## src/rtl/ep_cfg_defs.svh

```systemverilog
/*
 * Constants of the endpoint configuration block: register offsets, field
 * positions, code values and geometry.
 * Assumes it is included by its bare name from the design files.
 */
`ifndef EP_CFG_DEFS_SVH
`define EP_CFG_DEFS_SVH

// Byte offsets on the register bus.
`define OFF_PACKET_SIZE   8'h04
`define OFF_TYPE_CONFIG   8'h08
`define OFF_BYTE_COUNT    8'h1c
`define OFF_EP_INDEX      8'h20

// Endpoint geometry.
`define EP_COUNT          16
`define EP_IDX_W          4
`define EP_CTRL_OUT       4'h0
`define EP_CTRL_IN        4'h1
`define EP_SETUP          4'h2

// Packet size register fields.
`define PSIZE_W           13
`define FIFO_SIZE_MSB     10
`define TRANSACTIONS_PER_MICROFRAME_LSB        11
`define TRANSACTIONS_PER_MICROFRAME_MSB        12

// Endpoint type register fields.
`define TYPE_W            5
`define TYPE_MSB          1
`define DOUBLE_BUFFER_ENABLE_BIT        2
`define ENABLE_BIT        3
`define NOZLP_BIT         4

// Transfer type codes.
`define XFER_UNUSED       2'h0
`define XFER_ISO          2'h1
`define XFER_BULK         2'h2
`define XFER_INT          2'h3

// Transactions per microframe codes.
`define TRANSACTIONS_PER_MICROFRAME_ONE        2'h0
`define TRANSACTIONS_PER_MICROFRAME_TWO        2'h1
`define TRANSACTIONS_PER_MICROFRAME_THREE      2'h2
`define TRANSACTIONS_PER_MICROFRAME_RSVD       2'h3

// Buffer counts.
`define BUF_NONE          2'h0
`define BUF_SINGLE        2'h1
`define BUF_DOUBLE        2'h2
`endif

```

## src/rtl/ep_cfg_pkg.sv

```systemverilog
/*
 * Types shared by the endpoint configuration block and its memory.
 * Assumes ep_cfg_defs.svh is on the include path.
 */
`include "ep_cfg_defs.svh"

package ep_cfg_pkg;
    // One stored word per endpoint.
    typedef struct packed {
        logic [15:0]           byte_count;
        logic [`TYPE_W-1:0]    type_bits;
        logic [`PSIZE_W-1:0]   psize_bits;
    } ep_word_t;

    typedef logic [`EP_IDX_W-1:0] ep_idx_t;

    // Bus handshake states.
    typedef enum logic [2:0] {
        BUS_IDLE = 3'b001,
        BUS_WAIT = 3'b010,
        BUS_DONE = 3'b100
    } bus_state_t;
endpackage : ep_cfg_pkg

```

## src/rtl/ep_cfg_mem_if.sv

```systemverilog
/*
 * Connection between the register block and its endpoint memory.
 * Assumes one clock shared by both ends.
 */
interface ep_cfg_mem_if;
    import ep_cfg_pkg::*;
    logic     clear;
    logic     we_psize;
    logic     we_type;
    logic     we_count;
    ep_idx_t  waddr;
    ep_word_t wdata;
    ep_idx_t  raddr_a;
    ep_word_t rdata_a;
    ep_idx_t  raddr_b;
    ep_word_t rdata_b;

    modport master (output clear, we_psize, we_type, we_count, waddr, wdata,
                    output raddr_a, raddr_b, input rdata_a, rdata_b);
    modport mem    (input clear, we_psize, we_type, we_count, waddr, wdata,
                    input raddr_a, raddr_b, output rdata_a, rdata_b);
endinterface : ep_cfg_mem_if

```

## src/rtl/ep_cfg_mem.sv

```systemverilog
/*
 * Per-endpoint word store with one masked write port and two registered
 * read ports.
 * Assumes pclk and presetn of the register block; clear is synchronous.
 */
module ep_cfg_mem
    import ep_cfg_pkg::*;
(
    // Clock and reset.
    input  wire logic   pclk,
    input  wire logic   presetn,
    // Access port.
    ep_cfg_mem_if.mem   m
);
    ep_word_t words [`EP_COUNT];

    // Fields are written under their own enables so that one write does not
    // disturb the other fields of the same endpoint.
    always_ff @(posedge pclk or negedge presetn)
    begin
        if (!presetn)
        begin
            for (int i = 0; i < `EP_COUNT; i++)
                words[i] <= '0;
        end
        else if (m.clear)
        begin
            for (int i = 0; i < `EP_COUNT; i++)
                words[i] <= '0;
        end
        else
        begin
            if (m.we_psize)
                words[m.waddr].psize_bits <= m.wdata.psize_bits;
            if (m.we_type)
                words[m.waddr].type_bits <= m.wdata.type_bits;
            if (m.we_count)
                words[m.waddr].byte_count <= m.wdata.byte_count;
        end
    end

    // Read data leave through registers.
    always_ff @(posedge pclk or negedge presetn)
    begin
        if (!presetn)
        begin
            m.rdata_a <= '0;
            m.rdata_b <= '0;
        end
        else
        begin
            m.rdata_a <= words[m.raddr_a];
            m.rdata_b <= words[m.raddr_b];
        end
    end
endmodule : ep_cfg_mem

```

## src/rtl/usb_endpoint_config_regs.sv

```systemverilog
/*
 * Endpoint configuration registers of a high-speed USB peripheral: an
 * index register, the packet size and endpoint type registers and the
 * packet byte count, reached over APB, plus the decoded configuration of
 * the endpoint that the transfer engine currently serves.
 * Assumes a single 20 MHz clock, inputs synchronous to it, and an engine
 * that holds eng_ep steady while it uses the outputs.
 */
// Our own choice: register access over APB.
// What this block does
// - Packet size write reloads byte count
// - Codes 0..2 give one to three packets
// - Multi-packet only high-speed iso or interrupt
// - Eleven-bit field gives FIFO size bytes
// - Control and setup sizes not governed here
// - Two-bit code selects endpoint transfer type
// - Null packet after DMA IN unless suppressed
// - Enable bit activates and allocates endpoint FIFO
// - Disable then enable resets data toggle
// - Double-buffer bit selects two alternating buffers
// - Byte count holds current packet size
`include "ep_cfg_defs.svh"

module usb_endpoint_config_regs
(
    // Clock and reset.
    input  wire  logic                  pclk,
    input  wire  logic                  presetn,
    // APB slave.
    input  wire  logic [7:0]            paddr,
    input  wire  logic                  psel,
    input  wire  logic                  penable,
    input  wire  logic                  pwrite,
    input  wire  logic [31:0]           pwdata,
    output logic       [31:0]           prdata,
    output logic                        pready,
    output logic                        pslverr,
    // Link state.
    input  wire  logic                  hs_mode,
    input  wire  logic                  usb_bus_reset,
    // Transfer engine side.
    input  wire  ep_cfg_pkg::ep_idx_t   eng_ep,
    input  wire  logic                  dma_in_done,
    input  wire  logic                  zlp_sent,
    input  wire  logic                  rx_count_valid,
    input  wire  logic [15:0]           rx_count,
    // Decoded configuration of the served endpoint; toggle reset of the indexed one.
    output logic                        ep_enabled,
    output logic       [1:0]            endpoint_transfer_type,
    output logic       [10:0]           fifo_alloc_bytes,
    output logic       [1:0]            ep_buffers,
    output logic       [1:0]            packets_per_uframe,
    output logic                        suppress_null_packet,
    output logic                        send_null_packet,
    output logic       [15:0]           packet_byte_count,
    output logic                        toggle_reset,
    output ep_cfg_pkg::ep_idx_t         toggle_reset_ep
);
    import ep_cfg_pkg::*;

    // True when the endpoint's size is fixed outside this register.
    function automatic logic fixed_size(input ep_idx_t ep);
        fixed_size = (ep == `EP_CTRL_OUT) || (ep == `EP_CTRL_IN) ||
                     (ep == `EP_SETUP);
    endfunction : fixed_size

    // Packets allowed per microframe, encoded as count minus one.
    function automatic logic [1:0] ppmf(input logic hs,
                                        input logic [`TYPE_W-1:0] t,
                                        input logic [1:0] nt);
        logic periodic;
        periodic = (t[`TYPE_MSB:0] == `XFER_ISO) ||
                   (t[`TYPE_MSB:0] == `XFER_INT);
        if (hs && periodic && t[`ENABLE_BIT] && nt != `TRANSACTIONS_PER_MICROFRAME_RSVD)
            ppmf = nt;
        else
            ppmf = `TRANSACTIONS_PER_MICROFRAME_ONE;
    endfunction : ppmf

    ep_cfg_mem_if mif ();

    bus_state_t          bus_state_reg;
    bus_state_t          bus_state_next;
    ep_idx_t             index_reg;
    logic [31:0]         prdata_reg;
    logic                pslverr_reg;
    logic                pready_reg;
    logic                pend_reg;
    ep_idx_t             pend_ep_reg;
    logic [15:0]         pend_cnt_reg;
    logic [`EP_COUNT-1:0] zlp_pend_reg;
    logic                ep_enabled_reg;
    logic [1:0]          xfer_type_reg;
    logic [10:0]         alloc_reg;
    logic [1:0]          buffers_reg;
    logic [1:0]          ppmf_reg;
    logic                nozlp_reg;
    logic                send_zlp_reg;
    logic [15:0]         count_out_reg;
    logic                toggle_reg;
    ep_idx_t             toggle_ep_reg;

    // Bus decode.
    wire logic hit_psize  = (paddr == `OFF_PACKET_SIZE);
    wire logic hit_type   = (paddr == `OFF_TYPE_CONFIG);
    wire logic hit_count  = (paddr == `OFF_BYTE_COUNT);
    wire logic hit_index  = (paddr == `OFF_EP_INDEX);
    wire logic hit_any    = hit_psize | hit_type | hit_count | hit_index;
    wire logic access     = psel & penable;
    wire logic commit     = access & pready_reg;
    wire logic answer     = access & (bus_state_reg == BUS_IDLE);
    wire logic wr_commit  = commit & pwrite & ~usb_bus_reset;
    wire logic wr_psize   = wr_commit & hit_psize & ~fixed_size(index_reg);
    wire logic wr_type    = wr_commit & hit_type;
    wire logic wr_count   = wr_commit & hit_count;
    wire logic bus_mem_wr = wr_psize | wr_type | wr_count;
    wire logic pend_go    = pend_reg & ~bus_mem_wr;

    // Data seen at the indexed endpoint and at the served endpoint.
    wire ep_word_t       idx_word   = mif.rdata_a;
    wire ep_word_t       eng_word   = mif.rdata_b;
    wire logic [31:0]    rd_psize   = fixed_size(index_reg) ? 32'h0 :
                                      {19'h0, idx_word.psize_bits};
    wire logic [31:0]    rd_type    = {27'h0, idx_word.type_bits};
    wire logic [31:0]    rd_count   = {16'h0, idx_word.byte_count};
    wire logic [31:0]    rd_index   = {28'h0, index_reg};
    wire logic [31:0]    rd_mux     = hit_psize ? rd_psize :
                                      hit_type  ? rd_type  :
                                      hit_count ? rd_count :
                                      hit_index ? rd_index : 32'h0;

    // Write data for the memory, one field per source.
    wire logic [`PSIZE_W-1:0] new_psize = pwdata[`PSIZE_W-1:0];
    wire logic [15:0] reload_count =
        {5'h0, pwdata[`FIFO_SIZE_MSB:0]};
    wire logic [15:0] bus_count = hit_count ? pwdata[15:0] : reload_count;
    wire logic [`TYPE_W-1:0] new_type = pwdata[`TYPE_W-1:0];

    // Rising enable edge on a type write; the old value is the indexed
    // word, which is current because the bus waits one cycle.
    wire logic enable_rise = wr_type & ~idx_word.type_bits[`ENABLE_BIT] &
                             pwdata[`ENABLE_BIT];

    // Memory connection; the bus port always follows the index.
    assign mif.clear    = usb_bus_reset;
    assign mif.we_psize = wr_psize;
    assign mif.we_type  = wr_type;
    assign mif.we_count = wr_psize | wr_count | pend_go;
    assign mif.waddr    = bus_mem_wr ? index_reg : pend_ep_reg;
    assign mif.wdata    = bus_mem_wr ?
                          '{byte_count: bus_count, type_bits: new_type,
                            psize_bits: new_psize} :
                          '{byte_count: pend_cnt_reg, type_bits: '0,
                            psize_bits: '0};
    assign mif.raddr_a  = index_reg;
    assign mif.raddr_b  = eng_ep;

    ep_cfg_mem u_mem
    (
        .pclk    (pclk),
        .presetn (presetn),
        .m       (mif.mem)
    );

    // Bus handshake: one wait cycle lets the memory read settle, so every
    // transfer takes setup plus two access cycles.
    always_comb
    begin
        bus_state_next = bus_state_reg;
        unique case (bus_state_reg)
            BUS_IDLE: if (access) bus_state_next = BUS_WAIT;
            BUS_WAIT: bus_state_next = BUS_DONE;
            BUS_DONE: bus_state_next = BUS_IDLE;
        endcase
    end

    always_ff @(posedge pclk or negedge presetn)
    begin
        if (!presetn)
            bus_state_reg <= BUS_IDLE;
        else
            bus_state_reg <= bus_state_next;
    end

    // Answer registers: ready, read data and error are loaded together.
    always_ff @(posedge pclk or negedge presetn)
    begin
        if (!presetn)
        begin
            pready_reg  <= 1'b0;
            prdata_reg  <= 32'h0;
            pslverr_reg <= 1'b0;
        end
        else
        begin
            pready_reg  <= answer;
            prdata_reg  <= (answer & ~pwrite) ? rd_mux : 32'h0;
            pslverr_reg <= answer & ~hit_any;
        end
    end

    // The index survives a bus reset; the configuration, the pending byte count and the pending null packets are cleared.
    always_ff @(posedge pclk or negedge presetn)
    begin
        if (!presetn)
            index_reg <= '0;
        else if (commit & pwrite & hit_index)
            index_reg <= pwdata[`EP_IDX_W-1:0];
    end

    // Received byte counts wait here while the bus owns the write port.
    // A new count replaces an older one still waiting; the engine reports
    // at most one per packet, far slower than the bus can stall it.
    always_ff @(posedge pclk or negedge presetn)
    begin
        if (!presetn)
        begin
            pend_reg     <= 1'b0;
            pend_ep_reg  <= '0;
            pend_cnt_reg <= 16'h0;
        end
        else if (usb_bus_reset)
            pend_reg <= 1'b0;
        else if (rx_count_valid)
        begin
            pend_reg     <= 1'b1;
            pend_ep_reg  <= eng_ep;
            pend_cnt_reg <= rx_count;
        end
        else if (pend_go)
            pend_reg <= 1'b0;
    end

    // One pending null packet per endpoint; a new DMA completion in the
    // cycle the packet goes out keeps the request alive.
    wire logic zlp_set = dma_in_done & ~eng_word.type_bits[`NOZLP_BIT] &
                         eng_word.type_bits[`ENABLE_BIT];
    always_ff @(posedge pclk or negedge presetn)
    begin
        if (!presetn)
            zlp_pend_reg <= '0;
        else if (usb_bus_reset)
            zlp_pend_reg <= '0;
        else if (zlp_set)
            zlp_pend_reg[eng_ep] <= 1'b1;
        else if (zlp_sent)
            zlp_pend_reg[eng_ep] <= 1'b0;
    end

    // Decoded view of the served endpoint.
    wire logic        eng_en   = eng_word.type_bits[`ENABLE_BIT];
    wire logic [1:0]  eng_ty   = eng_word.type_bits[`TYPE_MSB:0];
    wire logic [10:0] eng_size = eng_word.psize_bits[`FIFO_SIZE_MSB:0];
    wire logic [1:0]  eng_nt   = eng_word.psize_bits[`TRANSACTIONS_PER_MICROFRAME_MSB:`TRANSACTIONS_PER_MICROFRAME_LSB];
    wire logic [1:0]  eng_bufs = ~eng_en ? `BUF_NONE :
                                 eng_word.type_bits[`DOUBLE_BUFFER_ENABLE_BIT] ?
                                 `BUF_DOUBLE : `BUF_SINGLE;
    wire logic [10:0] eng_alloc = eng_en ? eng_size : 11'h0;

    always_ff @(posedge pclk or negedge presetn)
    begin
        if (!presetn)
        begin
            ep_enabled_reg <= 1'b0;
            xfer_type_reg  <= `XFER_UNUSED;
            alloc_reg      <= 11'h0;
            buffers_reg    <= `BUF_NONE;
            ppmf_reg       <= `TRANSACTIONS_PER_MICROFRAME_ONE;
            nozlp_reg      <= 1'b0;
            send_zlp_reg   <= 1'b0;
            count_out_reg  <= 16'h0;
        end
        else
        begin
            ep_enabled_reg <= eng_en;
            xfer_type_reg  <= eng_ty;
            alloc_reg      <= eng_alloc;
            buffers_reg    <= eng_bufs;
            ppmf_reg       <= ppmf(hs_mode, eng_word.type_bits,
                                   eng_nt);
            nozlp_reg      <= eng_word.type_bits[`NOZLP_BIT];
            send_zlp_reg   <= zlp_pend_reg[eng_ep] & ~zlp_sent;
            count_out_reg  <= eng_word.byte_count;
        end
    end

    // Re-enabling an endpoint resets its data toggle; a stall alone does
    // not, so firmware must disable and enable to recover.
    always_ff @(posedge pclk or negedge presetn)
    begin
        if (!presetn)
        begin
            toggle_reg    <= 1'b0;
            toggle_ep_reg <= '0;
        end
        else
        begin
            toggle_reg    <= enable_rise;
            toggle_ep_reg <= index_reg;
        end
    end

    // Outputs straight from registers.
    assign prdata                 = prdata_reg;
    assign pready                 = pready_reg;
    assign pslverr                = pslverr_reg;
    assign ep_enabled             = ep_enabled_reg;
    assign endpoint_transfer_type = xfer_type_reg;
    assign fifo_alloc_bytes       = alloc_reg;
    assign ep_buffers             = buffers_reg;
    assign packets_per_uframe     = ppmf_reg;
    assign suppress_null_packet   = nozlp_reg;
    assign send_null_packet       = send_zlp_reg;
    assign packet_byte_count      = count_out_reg;
    assign toggle_reset           = toggle_reg;
    assign toggle_reset_ep        = toggle_ep_reg;
endmodule : usb_endpoint_config_regs

```

## config.mk

```make
export PLATFORM = sky130hd
export DESIGN_NAME = usb_endpoint_config_regs
export DESIGN_NICKNAME = d
export VERILOG_FILES = /design/src/rtl/ep_cfg_pkg.sv /design/src/rtl/ep_cfg_mem_if.sv /design/src/rtl/ep_cfg_mem.sv /design/src/rtl/usb_endpoint_config_regs.sv
export VERILOG_INCLUDE_DIRS = /design/src /design/src/rtl
export SDC_FILE = /design/constraint.sdc
export NUM_CORES = 1
export LEC_CHECK = 0
export ABC_AREA = 1
export BUFFER_PORTS_ARGS = -buffer_cell sky130_fd_sc_hd__buf_4
export CORE_AREA = 2 2 414 293
export DETAILED_ROUTE_END_ITERATION = 7
export DIE_AREA = 0 0 416 295
export PLACE_DENSITY_LB_ADDON = 0.08
export REMOVE_ABC_BUFFERS = 1
export SYNTH_ARGS = -nofsm -noshare
export SYNTH_HDL_FRONTEND = slang
export SYNTH_SLANG_ARGS = --single-unit
```

## constraint.sdc

```tcl
create_clock -name pclk -period 2.25 [get_ports pclk]
set_input_delay 0.225 -clock pclk [delete_from_list [all_inputs] [get_ports pclk]]
set_output_delay 0.225 -clock pclk [all_outputs]
set_load 0.05 [all_outputs]
```

==> metrics.yaml <==
outcome:
  status: "finished, violations left"
  violations: "setup timing"
detailed_routing:
  ant_nets: 0
  via_per_inst: 5.302
  drtPass1Iterations: 6
  routedWlPerCell_um: 25.92
  num_vias: 33560
  drt_first_iter_violations: 3971
  drc_errors: 0
  routed_wl_um: 164100
sta:
  hold_viol_final: 0
  finalCritPeriodShare_pct: 100.5
  setup_ws_ns: -0.01078
  drv_slew: 0
  slew_headroom_pct: 45.99
  fmax_mhz: 442.3
  hold-worst-slack_ns: 0.03244
  finalSetupViolCount: 5
  skew_ns: 0.04041
  rsz0062_at_grt: "yes"
  min_period_ns: 2.261
  fin_setup_tns_ns: -0.02972
  tightest_slew_ns: 0.8102
finish:
  syn_to_final_growth_pct: 25.94
  largest_reg_flops: 544
  layout_common_cells: "nand2_1 (1747), dfrtp_1 (710), nand3_1 (384), buf_4 (285), a22oi_1 (248)"
  fin_util_pct: 37.61
  largest_register: "u_mem.words"
  fillers: 12120
  layout_commonest_cell: "nand2_1"
  largestRegisters: "u_mem.words (544), u_mem.m.rdata_a (34), u_mem.m.rdata_b (34)"
  layout-drive-gt1-share_pct: 15.54
  num-nets-final: 4768
clocking:
  htree_levels: 3
  cts_tree: "done"
  worstSkewPairLatency_ns: 0.70
  root_buffer: "clkbuf_16"
  cts.sinks: 715
  cts_buffers: 81
  clk_pin_slew_ns: 0.07
  cts.path.max_buffers: 3
flow_run:
  cap_violations: 0
yosys:
  syn_avg_cell_area_um2: 7.898
  synth_seq_area_share_pct: 50.48
  synth_mux_area_share_pct: 2.090
  yosysUniqueCellTypes: 41
  synthSimpleGateAreaFrac_pct: 28.08
  ys.warnings.count: 0
  synth_cells: 4488
  ys_ff_latch: 715
  synthAdderAreaFrac_pct: 0
  synth_top_family_by_area: "simple AND/OR/NAND/NOR gates"
  synthXorXnorAreaFrac_pct: 0
  syn-cell-area_mm2: 0.03545
  synth-compound-area-share_pct: 13.35
worst_setup_path:
  required_ns: 2.81
  worst_setup_path_end_kind: "flip-flop"
  cp_data_arrival_time_ns: 2.82
  path_class: "reg -> reg"
  crit_path_start_kind: "flip-flop"
  crit_fanout: 15
placement:
  dp_hpwl_um: 105600
  place_ws_ns: -0.3929
  gp_routability_congestion: 0.8769
  io_buffers: 112
floorplan:
  rows: 106
  fp.coreArea_mm2: 0.1187
  fp.dieH_um: 295
  die_area_mm2: 0.1227
  fp.dieW_um: 416
  ios: 145
  start_util_pct: 29.86
global_routing:
  grt_pass1_vias: 32400
  grt_max_degree: 113
  grt_pass1_wl_um: 234900
  grt-ovfl-total: 0
  antenna_found_initial: 5
  grtUsageTotal_pct: 26.02
power:
  p_leak_nw: 21.99
  ir_drop_mv: 0.5408
  power.density_mw_per_mm2: 700.2
min_path:
  min_path_type: "in -> reg"
==> layout make-up <==
type	instances	area (µm²)	area share, %
inverters	149	625.6	1.401
diodes	3	7.507	0.01682
flip-flops and latches	715	17900	40.10
well taps	1566	1959	4.389
multi-input cells	3283	15950	35.72
clock inverters	31	480.5	1.076
repair buffers	468	5331	11.94
clock buffers	115	2387	5.347
==> timing repair <==
item / CTS / global route
hold buffers: 30 / 0
setup endpoints to repair: 519 / 528
gates resized for setup: 45 / 130
setup buffers: 1 / 10
hold endpoints to repair: 565 / 0
pin swaps: 0 / 9
gates cloned: 0 / 9
==> path summary, 6_finish.rpt <==
kind / start / end / slack, ns / cells after the start
max: pready / u_mem.words[155] / -0.01 / 13
min: pwdata[1] / index_reg[1] / 0.03 / 4
max reg2reg: pready / u_mem.words[155] / -0.01 / 13
min reg2reg: u_mem.m.rdata_b[31] / packet_byte_count[13] / 0.35 / 0
max in group asynchronous: presetn / u_mem.m.rdata_a[19] / 0.29 / 4
min in group asynchronous: presetn / u_mem.words[364] / 0.55 / 3
==> logic make-up after synthesis <==
group / count (synthesis)
other cells: 1
mux: 72
buf+inv: 505
flops: 715
simple gates: 2461
compound gates: 734
==> cells in the mapped netlist <==
cell type  count  share of area (%)
buf_6          1              0.032
o22ai_1       80                1.4
conb_1         1              0.011
nand2_2       13               0.23
inv_2         12               0.13
o21ai_2        1              0.025
nor3_1         5              0.071
buf_1         22               0.23
o21ai_0      230                3.2
nor2_2        17               0.30
dfrtp_1      714                 50
nand3_1      385                5.4
a311oi_1       4              0.099
mux2_2        16               0.51
and2_1         1              0.018
nor4_1         2              0.035
nor2_1       197                2.1
o221ai_1      13               0.32
o31ai_1        1              0.021
nand2_1     1804                 19
a21oi_1       78                1.1
dfstp_2        1              0.074
inv_1        128                1.4
a22oi_1      248                5.3
nor4_2         1              0.035
a41oi_1        1              0.025
or2_2          1              0.018
clkbuf_1     215                2.3
nor3b_1        2              0.042
buf_2         88                1.2
o21ai_1        3              0.042
nand3_2        1              0.028
o2111ai_1     68                1.7
a31oi_1        7               0.12
nand4_1       21               0.37
or2_1          1              0.018
buf_4         30               0.64
clkinv_1       9              0.095
mux2i_1       56                1.6
nor3_2         9               0.25
nor2_4         1              0.032
==> through the flow <==
stage	total power [mW]	area, µm²	instances
after floorplan	14.32	33940	4147
after global routing	32.22	44640	6330
after detailed placement	16.43	40570	6132
after CTS	31.30	43890	6309
after global placement	16.44	40570	6132
final	31.26	44640	6330
==> worst max-delay path, cell delays in order, from the launching register on <==
cell and delay [ns]:
dfrtp_1 0.36, nand2_2 0.08, nor3_4 0.22, nand3_2 0.17
nand3_4 0.13, buf_6 0.14, nand2_1 0.07, nand2_2 0.12
nor2_2 0.07, nand2_1 0.09, clkinv_1 0.28, buf_12 0.28
nand2_1 0.07, nand2_1 0.05
==> layer usage <==
layer  wire length, µm  global-route usage [%]  up-vias
met2             69180                   38.48     1289
li1                  -                       -    15340
met4              3974                   6.111        2
met5                13                       0        -
met3             11470                   3.920      223
met1             79450                   39.60    16710
==> power by group <==
group | switching (mW) | leakage (nW) | internal, mW | total, mW
registers | 0.142 | 9.92 | 13.1 | 13.2
logic | 2.32 | 10.6 | 1.01 | 3.33
clock network | 5.97 | 1.42 | 8.75 | 14.7
(Power assumes the default switching activity.)
